### src/inc/nfc_consts.vh
// Offsets, fields, reset values and timing counts of the flash controller
`ifndef NFC_CONSTS_VH
`define NFC_CONSTS_VH
`define NFC_OFS_CTRL 12'h000
`define NFC_OFS_SLICE 12'h004
`define NFC_OFS_TOTAL 12'h008
`define NFC_OFS_TOT_ELAP 12'h00C
`define NFC_OFS_SLC_ELAP 12'h010
`define NFC_CTRL_SEL 0
`define NFC_CTRL_OP_LO 1
`define NFC_CTRL_OP_HI 2
`define NFC_CTRL_WAIT_LO 3
`define NFC_CTRL_WAIT_HI 4
`define NFC_CTRL_IHB0 5
`define NFC_CTRL_IHB1 6
`define NFC_CTRL_SUSP_EN 7
`define NFC_CTRL_SUSP_MODE 8
`define NFC_CTRL_IRQ_CLR 9
`define NFC_CTRL_RESUME 10
`define NFC_CTRL_ERS 16
`define NFC_CTRL_WRS 17
`define NFC_CTRL_RMIN 18
`define NFC_CTRL_SUSP_STAT 19
`define NFC_CTRL_IRQ 20
`define NFC_OP_READ 2'h0
`define NFC_OP_WRITE 2'h1
`define NFC_OP_PAGE 2'h2
`define NFC_OP_MASS 2'h3
`define NFC_WAIT_RST 2'h2
`define NFC_SLICE_RST 20'h0_03E7
`define NFC_TOTAL_RST 20'h0_4E20
`define NFC_TICK_NS 1000
`define NFC_CLK_NS 5
`define NFC_TICK_LAST 8'hC7
`define NFC_PROG_US 20'h0_0002
`define NFC_MASS_US 20'h0_0014
`define NFC_INFO_PAGE 8'h80
`endif

### src/rtl/nfc_tick.v
// Microsecond tick generator
`include "nfc_consts.vh"
module nfc_tick (
	input wire pclk,
	input wire presetn,
	output reg tick
);
	reg [7:0] cnt_reg;
	always @(posedge pclk or negedge presetn) begin
		if (!presetn) begin
			cnt_reg <= 8'h00;
			tick <= 1'b0;
		end else if (cnt_reg == `NFC_TICK_LAST) begin
			cnt_reg <= 8'h00;
			tick <= 1'b1;
		end else begin
			cnt_reg <= cnt_reg + 8'h01;
			tick <= 1'b0;
		end
	end
endmodule

### src/rtl/nfc_erase_timer.v
// Erase slice and total counters with suspend support
`include "nfc_consts.vh"
module nfc_erase_timer (
	input wire pclk,
	input wire presetn,
	input wire tick,
	input wire start,
	input wire run,
	input wire [19:0] slice_time,
	input wire [19:0] total_time,
	output reg [19:0] seg_cnt,
	output reg [19:0] tot_cnt,
	output reg first_tick_done,
	output wire seg_zero,
	output wire tot_zero
);
	assign seg_zero = (seg_cnt == 20'h0_0000);
	assign tot_zero = (tot_cnt == 20'h0_0000);
	always @(posedge pclk or negedge presetn) begin
		if (!presetn) begin
			seg_cnt <= 20'h0_0000;
			tot_cnt <= 20'h0_0000;
			first_tick_done <= 1'b0;
		end else if (start) begin
			seg_cnt <= slice_time; // RULE_15
			tot_cnt <= total_time; // RULE_15
			first_tick_done <= 1'b0;
		end else if (run && tick) begin
			first_tick_done <= 1'b1; // RULE_16
			if (seg_zero) begin
				// Whole slice done: charge it to the total and reload
				tot_cnt <= (tot_cnt > slice_time) ? tot_cnt - slice_time : 20'h0_0000; // RULE_17
				seg_cnt <= slice_time; // RULE_17
			end else begin
				seg_cnt <= seg_cnt - 20'h0_0001;
			end
		end
	end
endmodule

### src/rtl/nfc_top.v
// Embedded flash controller: AHB array access, APB registers, program and erase sequencing
//
// Functional notes
// RULE_01 - Software clears select and operation for read
// RULE_02 - Array reads stall by programmed wait cycles
// RULE_03 - Software picks wait cycles; default two
// RULE_04 - Fetch buffer serves other half next cycle
// RULE_05 - Fetch buffer enable per processor
// RULE_06 - Data reads always access array, select half
// RULE_07 - Write mode: select set, operation one
// RULE_08 - Unwritten half driven all ones
// RULE_09 - Completion interrupt held until software clear
// RULE_10 - Software writes only erased locations
// RULE_11 - Erase mode: operation two page, three mass
// RULE_12 - Dummy write starts erase of page
// RULE_13 - Info page address mass erases both
// RULE_14 - Other page read suspends erase when enabled
// RULE_15 - Erase start loads slice and total counters
// RULE_16 - No suspend during first microsecond tick
// RULE_17 - Mode 0 suspends at once, full slices charged
// RULE_18 - Erase done when total counter zero
// RULE_19 - Mode 1 stalls read until slice ends
// RULE_20 - Suspended flag shown; resume by writing one
// RULE_21 - Elapsed total and slice times readable
// RULE_22 - Erased page or no-suspend reads error
// RULE_23 - Software waits for idle status before changes
// RULE_24 - Mode sampled at transfer start; read-mode writes ignored
`include "nfc_consts.vh"
module nfc_top (
	input wire pclk,
	input wire presetn,
	input wire psel,
	input wire penable,
	input wire pwrite,
	input wire [11:0] paddr,
	input wire [31:0] pwdata,
	output reg [31:0] prdata,
	output reg pready,
	output reg pslverr,
	input wire hsel,
	input wire [1:0] htrans,
	input wire hwrite,
	input wire [18:0] haddr,
	input wire [31:0] hwdata,
	input wire hprot_instr,
	input wire hmaster,
	output reg [31:0] hrdata,
	output reg hready,
	output reg hresp,
	output reg irq,
	output reg [14:0] arr_addr,
	output reg arr_rd,
	output reg arr_prog,
	output reg arr_erase_page,
	output reg arr_erase_main,
	output reg arr_erase_info,
	output reg [63:0] arr_wdata,
	input wire [63:0] arr_rdata
);
	localparam ST_IDLE = 3'd0;
	localparam ST_WAIT = 3'd1;
	localparam ST_DATA = 3'd2;
	localparam ST_ERR1 = 3'd3;
	localparam ST_ERR2 = 3'd4;
	localparam ST_STALL = 3'd5;
	localparam ST_PROGW = 3'd6;
	localparam ER_IDLE = 2'd0;
	localparam ER_RUN = 2'd1;
	localparam ER_SUSP = 2'd2;
	localparam ER_MASS = 2'd3;
	reg sel_reg;
	reg [1:0] op_reg;
	reg [1:0] wait_reg;
	reg [1:0] ihb_en_reg;
	reg susp_en_reg;
	reg susp_mode_reg;
	reg [19:0] slice_reg;
	reg [19:0] total_reg;
	reg wrs_reg;
	reg [2:0] st_reg;
	reg [1:0] er_reg;
	reg [1:0] wcnt_reg;
	reg [19:0] busy_reg;
	reg [18:0] a_reg;
	reg a_instr_reg;
	reg a_mst_reg;
	reg [7:0] er_page_reg;
	reg [1:0] buf_vld_reg;
	reg [31:0] buf_dat_reg [0:1];
	reg [15:0] buf_tag_reg [0:1];
	reg ers_start;
	wire tick;
	wire [19:0] seg_cnt;
	wire [19:0] tot_cnt;
	wire first_done;
	wire seg_zero;
	wire tot_zero;
	wire ahb_req = hsel && htrans[1] && hready;
	wire apb_wr = psel && penable && pwrite;
	wire [7:0] req_page = haddr[18:11];
	wire [31:0] ctrl_rd = {11'h000, irq, er_reg == ER_SUSP, st_reg == ST_STALL, wrs_reg, er_reg != ER_IDLE, 7'h00,
		susp_mode_reg, susp_en_reg, ihb_en_reg, wait_reg, op_reg, sel_reg};
	wire can_susp = susp_en_reg && first_done; // RULE_14 RULE_16
	wire buf_hit = ihb_en_reg[hmaster] && buf_vld_reg[hmaster] && hprot_instr &&
		(buf_tag_reg[hmaster] == haddr[18:3]) && (haddr[2] != a_reg[2]); // RULE_04 RULE_05

	nfc_tick u_tick (
		.pclk(pclk),
		.presetn(presetn),
		.tick(tick)
	);
	nfc_erase_timer u_timer (
		.pclk(pclk),
		.presetn(presetn),
		.tick(tick),
		.start(ers_start),
		.run(er_reg == ER_RUN),
		.slice_time(slice_reg),
		.total_time(total_reg),
		.seg_cnt(seg_cnt),
		.tot_cnt(tot_cnt),
		.first_tick_done(first_done),
		.seg_zero(seg_zero),
		.tot_zero(tot_zero)
	);

	// APB register slave, zero wait
	always @(posedge pclk or negedge presetn) begin
		if (!presetn) begin
			sel_reg <= 1'b0;
			op_reg <= `NFC_OP_READ;
			wait_reg <= `NFC_WAIT_RST; // RULE_03
			ihb_en_reg <= 2'b11;
			susp_en_reg <= 1'b0;
			susp_mode_reg <= 1'b0;
			slice_reg <= `NFC_SLICE_RST; // RULE_15
			total_reg <= `NFC_TOTAL_RST;
			prdata <= 32'h0000_0000;
			pready <= 1'b0;
			pslverr <= 1'b0;
		end else begin
			pready <= psel && !penable;
			pslverr <= 1'b0;
			if (psel && !penable) begin
				pslverr <= paddr > `NFC_OFS_SLC_ELAP;
				case (paddr)
					`NFC_OFS_CTRL: prdata <= ctrl_rd;
					`NFC_OFS_SLICE: prdata <= {12'h000, slice_reg};
					`NFC_OFS_TOTAL: prdata <= {12'h000, total_reg};
					`NFC_OFS_TOT_ELAP: prdata <= {12'h000, total_reg - tot_cnt}; // RULE_21
					`NFC_OFS_SLC_ELAP: prdata <= {12'h000, slice_reg - seg_cnt}; // RULE_21
					default: prdata <= 32'h0000_0000;
				endcase
			end
			if (apb_wr && pready) begin
				case (paddr)
					`NFC_OFS_CTRL: begin
						sel_reg <= pwdata[`NFC_CTRL_SEL];
						op_reg <= pwdata[`NFC_CTRL_OP_HI:`NFC_CTRL_OP_LO];
						wait_reg <= pwdata[`NFC_CTRL_WAIT_HI:`NFC_CTRL_WAIT_LO];
						ihb_en_reg <= pwdata[`NFC_CTRL_IHB1:`NFC_CTRL_IHB0]; // RULE_05
						susp_en_reg <= pwdata[`NFC_CTRL_SUSP_EN];
						susp_mode_reg <= pwdata[`NFC_CTRL_SUSP_MODE];
					end
					`NFC_OFS_SLICE: slice_reg <= pwdata[19:0];
					`NFC_OFS_TOTAL: total_reg <= pwdata[19:0];
					default: sel_reg <= sel_reg;
				endcase
			end
		end
	end
	wire ctrl_wr = apb_wr && pready && (paddr == `NFC_OFS_CTRL);
	wire irq_clr = ctrl_wr && pwdata[`NFC_CTRL_IRQ_CLR];
	wire resume = ctrl_wr && pwdata[`NFC_CTRL_RESUME];
	wire prog_done = wrs_reg && tick && (busy_reg == 20'h0_0001);
	wire mass_done = (er_reg == ER_MASS) && tick && (busy_reg == 20'h0_0001);
	wire page_done = (er_reg == ER_RUN) && !ers_start && tot_zero && first_done; // RULE_18
	wire op_done = prog_done || mass_done || page_done;
	// Interrupt: completion set wins over clear
	always @(posedge pclk or negedge presetn) begin
		if (!presetn) begin
			irq <= 1'b0;
		end else if (op_done) begin
			irq <= 1'b1; // RULE_09
		end else if (irq_clr) begin
			irq <= 1'b0; // RULE_09
		end
	end
	// AHB side and erase sequencer
	always @(posedge pclk or negedge presetn) begin
		if (!presetn) begin
			st_reg <= ST_IDLE;
			er_reg <= ER_IDLE;
			wcnt_reg <= 2'h0;
			busy_reg <= 20'h0_0000;
			wrs_reg <= 1'b0;
			a_reg <= 19'h0_0000;
			a_instr_reg <= 1'b0;
			a_mst_reg <= 1'b0;
			er_page_reg <= 8'h00;
			buf_vld_reg <= 2'b00;
			buf_dat_reg[0] <= 32'h0000_0000;
			buf_dat_reg[1] <= 32'h0000_0000;
			buf_tag_reg[0] <= 16'h0000;
			buf_tag_reg[1] <= 16'h0000;
			ers_start <= 1'b0;
			hrdata <= 32'h0000_0000;
			hready <= 1'b1;
			hresp <= 1'b0;
			arr_addr <= 15'h0000;
			arr_rd <= 1'b0;
			arr_prog <= 1'b0;
			arr_erase_page <= 1'b0;
			arr_erase_main <= 1'b0;
			arr_erase_info <= 1'b0;
			arr_wdata <= {64{1'b1}};
		end else begin
			ers_start <= 1'b0;
			arr_rd <= 1'b0;
			arr_prog <= 1'b0;
			arr_erase_main <= 1'b0;
			arr_erase_info <= 1'b0;
			if (wrs_reg && tick) begin
				busy_reg <= busy_reg - 20'h0_0001;
				if (busy_reg == 20'h0_0001)
					wrs_reg <= 1'b0;
			end
			if (mass_done)
				er_reg <= ER_IDLE;
			else if (er_reg == ER_MASS && tick)
				busy_reg <= busy_reg - 20'h0_0001;
			if (page_done) begin
				er_reg <= ER_IDLE;
				arr_erase_page <= 1'b0;
			end
			if (er_reg == ER_SUSP && resume) begin
				er_reg <= ER_RUN; // RULE_20
				arr_erase_page <= 1'b1;
				arr_addr <= {er_page_reg[6:0], 8'h00};
			end
			case (st_reg)
				ST_IDLE: begin
					hresp <= 1'b0;
					hready <= 1'b1;
					if (ahb_req) begin
						a_reg <= haddr;
						a_instr_reg <= hprot_instr;
						a_mst_reg <= hmaster;
						if (hwrite) begin
							if (sel_reg && op_reg != `NFC_OP_READ && er_reg == ER_IDLE && !wrs_reg) begin
								hready <= 1'b0; // RULE_24
								st_reg <= ST_PROGW;
							end
						end else if (((er_reg == ER_RUN || er_reg == ER_SUSP) && req_page == er_page_reg) ||
							(er_reg == ER_RUN && !susp_en_reg)) begin
							hready <= 1'b0; // RULE_22
							st_reg <= ST_ERR1;
						end else if (er_reg == ER_RUN && can_susp && !susp_mode_reg) begin
							er_reg <= ER_SUSP; // RULE_14 RULE_17
							arr_erase_page <= 1'b0;
							hready <= 1'b0;
							st_reg <= ST_STALL;
						end else if (er_reg == ER_RUN || er_reg == ER_MASS || wrs_reg) begin
							hready <= 1'b0; // RULE_19
							st_reg <= ST_STALL;
						end else if (buf_hit) begin
							hready <= 1'b0;
							hrdata <= buf_dat_reg[hmaster]; // RULE_04
							st_reg <= ST_DATA;
						end else begin
							hready <= 1'b0;
							arr_addr <= haddr[17:3];
							arr_rd <= 1'b1; // RULE_02
							wcnt_reg <= wait_reg;
							st_reg <= ST_WAIT;
						end
					end
				end
				ST_STALL: begin
					if (er_reg == ER_RUN && susp_mode_reg && can_susp && seg_zero && tick) begin
						er_reg <= ER_SUSP; // RULE_19
						arr_erase_page <= 1'b0;
					end else if (er_reg == ER_RUN && can_susp && !susp_mode_reg) begin
						er_reg <= ER_SUSP;
						arr_erase_page <= 1'b0;
					end else if ((er_reg == ER_SUSP || er_reg == ER_IDLE) && !wrs_reg) begin
						arr_addr <= a_reg[17:3];
						arr_rd <= 1'b1;
						wcnt_reg <= wait_reg;
						st_reg <= ST_WAIT;
					end
				end
				ST_WAIT: begin
					if (wcnt_reg == 2'h0) begin
						hrdata <= a_reg[2] ? arr_rdata[63:32] : arr_rdata[31:0]; // RULE_06
						if (a_instr_reg) begin
							buf_vld_reg[a_mst_reg] <= 1'b1; // RULE_04
							buf_tag_reg[a_mst_reg] <= a_reg[18:3];
							buf_dat_reg[a_mst_reg] <= a_reg[2] ? arr_rdata[31:0] : arr_rdata[63:32];
						end
						st_reg <= ST_DATA;
					end else begin
						wcnt_reg <= wcnt_reg - 2'h1; // RULE_02
					end
				end
				ST_DATA, ST_ERR2: begin
					hready <= 1'b1;
					st_reg <= ST_IDLE;
				end
				ST_ERR1: begin
					hresp <= 1'b1; // RULE_22
					st_reg <= ST_ERR2;
				end
				ST_PROGW: begin
					buf_vld_reg <= 2'b00;
					hready <= 1'b1;
					st_reg <= ST_IDLE;
					arr_addr <= a_reg[17:3];
					if (op_reg == `NFC_OP_WRITE) begin
						arr_prog <= 1'b1;
						arr_wdata <= a_reg[2] ? {hwdata, 32'hFFFF_FFFF} : {32'hFFFF_FFFF, hwdata}; // RULE_08
						wrs_reg <= 1'b1;
						busy_reg <= `NFC_PROG_US;
					end else if (op_reg == `NFC_OP_PAGE) begin
						er_page_reg <= a_reg[18:11]; // RULE_12
						arr_erase_page <= 1'b1;
						er_reg <= ER_RUN;
						ers_start <= 1'b1;
					end else begin
						arr_erase_main <= 1'b1; // RULE_13
						arr_erase_info <= (a_reg[18:11] == `NFC_INFO_PAGE); // RULE_13
						er_reg <= ER_MASS;
						busy_reg <= `NFC_MASS_US;
					end
				end
				default: st_reg <= ST_IDLE;
			endcase
		end
	end
endmodule

### config.mk
export PLATFORM = sky130hd
export DESIGN_NAME = nfc_top
export DESIGN_NICKNAME = d
export VERILOG_FILES = /design/src/rtl/nfc_tick.v /design/src/rtl/nfc_erase_timer.v /design/src/rtl/nfc_top.v
export VERILOG_INCLUDE_DIRS = /design/src /design/src/inc
export SDC_FILE = /design/constraint.sdc
export NUM_CORES = 1
export LEC_CHECK = 0
export BUFFER_PORTS_ARGS = -buffer_cell sky130_fd_sc_hd__buf_2
export CAP_MARGIN = 10
export CORE_ASPECT_RATIO = 0.75
export CORE_MARGIN = 3
export CORE_UTILIZATION = 60
export DETAILED_ROUTE_END_ITERATION = 8
export PLACE_DENSITY_LB_ADDON = 0.15
export REMOVE_ABC_BUFFERS = 1
export SYNTH_ARGS = -nofsm -noshare
export SYNTH_HDL_FRONTEND = slang
export SYNTH_HIERARCHICAL = 1
export SYNTH_SLANG_ARGS = --single-unit
### constraint.sdc
create_clock -name pclk -period 4.3 [get_ports pclk]
set_input_delay 1.29 -clock pclk [delete_from_list [all_inputs] [get_ports pclk]]
set_output_delay 1.29 -clock pclk [all_outputs]
set_load 0.01 [all_outputs]
==> reports/qor.txt <==
Setup ws final: 0.7464 ns
Slowest cell on crit path: buf_2
Vias in the first global route: 18,830
Cts bufs inserted: 40
CTS resizes: 0
Buffers inserted by post-CTS timing repair: 0
Max_slew headroom: 0.3425
PD cells: 294.9 nW/um2
R2r setup slk: 0.79 ns
Sw power: 1792 uW
Crit Path Max Fanout: 21
Synth Area per Inst: 9.546 um2
Gate power share: 0.048
Synth warnings: 6
Register area: 9990 um2
Tcrit/Tclk final: 0.8264
Final net count: 2,887
Largest net degree at the start of global routing: 105
Power, Total: 7714 uW
Clock tree buffer depth: 3
DP Area: 24,790 um2
Share of cells above drive strength 1: 0.2550
Worst EP required: 4.73 ns
GRT Residual Overflow: 0
Endpoints failing hold: 0
Post-synthesis xor/xnor area fraction: 0.03341
Synth top area share: 0.3445
Area of the multi-input gates: 11,740 um2
Fillcell total: 2,927
Final Instance Area: 26,160 um2
Largest family of logic cells by synthesized area: compound AO/OA/AOI/OAI gates
Cells after synthesis: 2,389
Via count: 19,870
Synth Area in Compound Gates: 0.1778
I/O Buffers: 296
Post-synth EDFFs: 0
Biggest area consumer among synthesized cells: dfrtp_1
IO Pins: 323
Post-route DRC violation count: 0
First-pass GRT wire length: 105,200 um
Initial antenna violation count: 5
Unique masters post-synth: 96
Clock sinks: 395
DRT Pass-1 Iters: 6
Sequential element share of the synthesized area: 0.4379
Setup Viol. Count Final: 0
Total Routing Usage GR: 0.3274
Dominant synthesized flop cell: dfrtp_1
Worst-Skew Late Latency: 0.55 ns
CTS tree: built
Asr flop ratio synth: 1.000
Tmin final: 3.554 ns
Leading cell types by total area after synthesis: dfrtp_1 (34%), dfstp_2 (9.3%), mux2_2 (6.8%), mux2i_1 (4.2%), ha_1 (4.0%)
Seq pwr share: 0.484
Area Overhead vs Synth: 14.71%
Worst path cell trace: buf_2, mux2i_1, xor2_1, nor4b_1, nand3_1, o21a_1, a31o_2, a311o_1
Area share of fa/ha/maj cells after synthesis: 0.04214
Sw Ratio: 0.2323
Layout Utilization: 0.7024
Layout Cells excl Fill: 3,179
MaxCap Viol Count: 0
Leak: 0.01219 uW
Row count: 61
Pint: 5922 uW
Flops & latches, synth: 395
Setup Skew: 0.01451 ns
Post-CTS Hold Buffers: 0
Hold Crit Class: reg -> reg
Fraction of the mapped netlist area in simple logic gates: 0.1437
Vias per std cell: 6.249
Post-synthesis cell area: 22,810 um2
Final wirelength: 67,740 um
Initial Util: 0.6123
RSZ-0062 raised after global routing: no
GP Congestion: 0.9967
Drt wl/cell: 21.31 um
DP Worst Slack: 0.2288 ns
Die area: 40,410 um2
Clk slew on worst S/H paths: 0.06 ns
Root Buffer: clkbuf_16
Die width: 231.1 um
Dpl hpwl: 49,400 um
Clock Power Share: 0.468
Placed Cells: 3,104
Least-Margin Pin Slew: 0.9827 ns
Max Slew Vio Count: 0
Mux contribution to synthesized area: 0.1143
Iteration-0 DRC Markers: 2,176
Fmax: 281.4 MHz
CP Class: in -> reg
CP Launch Type: input pin
Status: finished, final reports clean
Die H: 174.8 um
Core ar.: 37,250 um2
Crit. End Element: register
H-Tree Depth: 2
CP Data Arrival Time: 3.98 ns
CP max stage delay: 0.54 ns
Peak supply drop: 0.0002919 V
Final ANT Viol Nets: 0
-- cell usage in the layout, fill, tap and decap left out, types with 72 or more instances in the layout --
master     n
ha_1      72
dfstp_2   81
inv_1    136
a21oi_1  161
mux2i_1   95
dfrtp_1  313
mux2_2   137
o21ai_0  169
buf_2    295
nor2_1   201
nand2_1  208
-- cell usage after synthesis (6+ instances only) --
| cell type | instances |
|---|---|
| dfrtp_1 | 314 |
| nand2_1 | 208 |
| nor2_1 | 204 |
| o21ai_0 | 169 |
| a21oi_1 | 161 |
| mux2_2 | 137 |
| inv_1 | 136 |
| clkbuf_1 | 99 |
| mux2i_1 | 95 |
| dfstp_2 | 81 |
| ha_1 | 72 |
| xnor2_1 | 67 |
| a211oi_1 | 51 |
| a31oi_1 | 51 |
| nor3_1 | 47 |
| nand3_1 | 43 |
| nor2b_1 | 42 |
| a22oi_1 | 23 |
| nor4_1 | 21 |
| xor2_1 | 20 |
| a21o_1 | 18 |
| nand4_1 | 17 |
| or3_1 | 17 |
| o22a_1 | 16 |
| nand2b_1 | 15 |
| buf_4 | 14 |
| and3_1 | 13 |
| buf_2 | 13 |
| o21a_1 | 12 |
| o221ai_1 | 12 |
| o31ai_1 | 12 |
| a22o_1 | 10 |
| buf_1 | 9 |
| o2111ai_1 | 9 |
| a31o_2 | 8 |
| a32oi_1 | 8 |
| or2_2 | 8 |
| a2111oi_0 | 6 |
| and2_1 | 6 |
| or4_1 | 6 |
-- power by group through the flow --
stage | combinational [uW] | sequential, uW | clock, uW
global route | 412 | 3730 | 3810
detailed placement | 371 | 3800 | 0
floorplan | 108 | 3800 | 0
global placement | 361 | 3800 | 0
finish | 373 | 3730 | 3610
CTS | 375 | 3730 | 3650
-- cells by family after synthesis --
family                   count (synthesis)
AND/OR/NAND/NOR                        682
buffers and inverters                  279
multiplexers                           237
flip-flops                             395
XOR/XNOR                                87
adder cells (fa/ha/maj)                 75
AO/OA/AOI/OAI                          633
other                                    1
-- final timing paths --
kind / from / endpoint / depth (start not counted)
max in group asynchronous: presetn / a_reg[11] / 2
max reg2reg: slice_reg[0] / u_timer/tot_cnt[11] / 9
min: buf_dat_reg[48] / buf_dat_reg[48] / 2
min reg2reg: buf_dat_reg[48] / buf_dat_reg[48] / 2
min in group asynchronous: presetn / hrdata[29] / 1
max: hmaster / wcnt_reg[0] / 8
-- area by class of cell --
type	instances	share of cell area
Antenna cell	1	0.00009566
Tap cell	504	0.02411
Sequential cell	395	0.3819
Timing Repair Buffer	342	0.07308
Clock inverter	14	0.003491
Multi-Input combinational cell	1725	0.4489
Clock buffer	60	0.04864
Inverter	138	0.01985
-- per-layer routing --
layer / vias to the layer above / GRT usage / wire length (um)
met4: 6 / 0.08800 / 1888
met1: 9732 / 0.4888 / 29630
met3: 124 / 0.06030 / 6454
met2: 917 / 0.4938 / 29720
li1: 9087 / - / -
met5: - / 0 / 36
-- through the flow --
step / TNS [ns] / hold slack, ns
after detailed placement: 0 / 0.4624
after floorplan: -211.93 / 0.4422
final: 0 / 0.4724
after global routing: 0 / 0.4911
after global placement: 0 / 0.4530
after CTS: 0 / 0.4763
-- worst max-delay path, delay by kind of cell --
| kind | cells | cell delay, ns |
|---|---|---|
| compound gates | 3 | 1.04 |
| xor+xnor | 1 | 0.37 |
| buf+inv | 1 | 0.54 |
| mux | 1 | 0.29 |
| simple gates | 2 | 0.44 |
No activity file was read; power rests on OpenSTA's default activity.
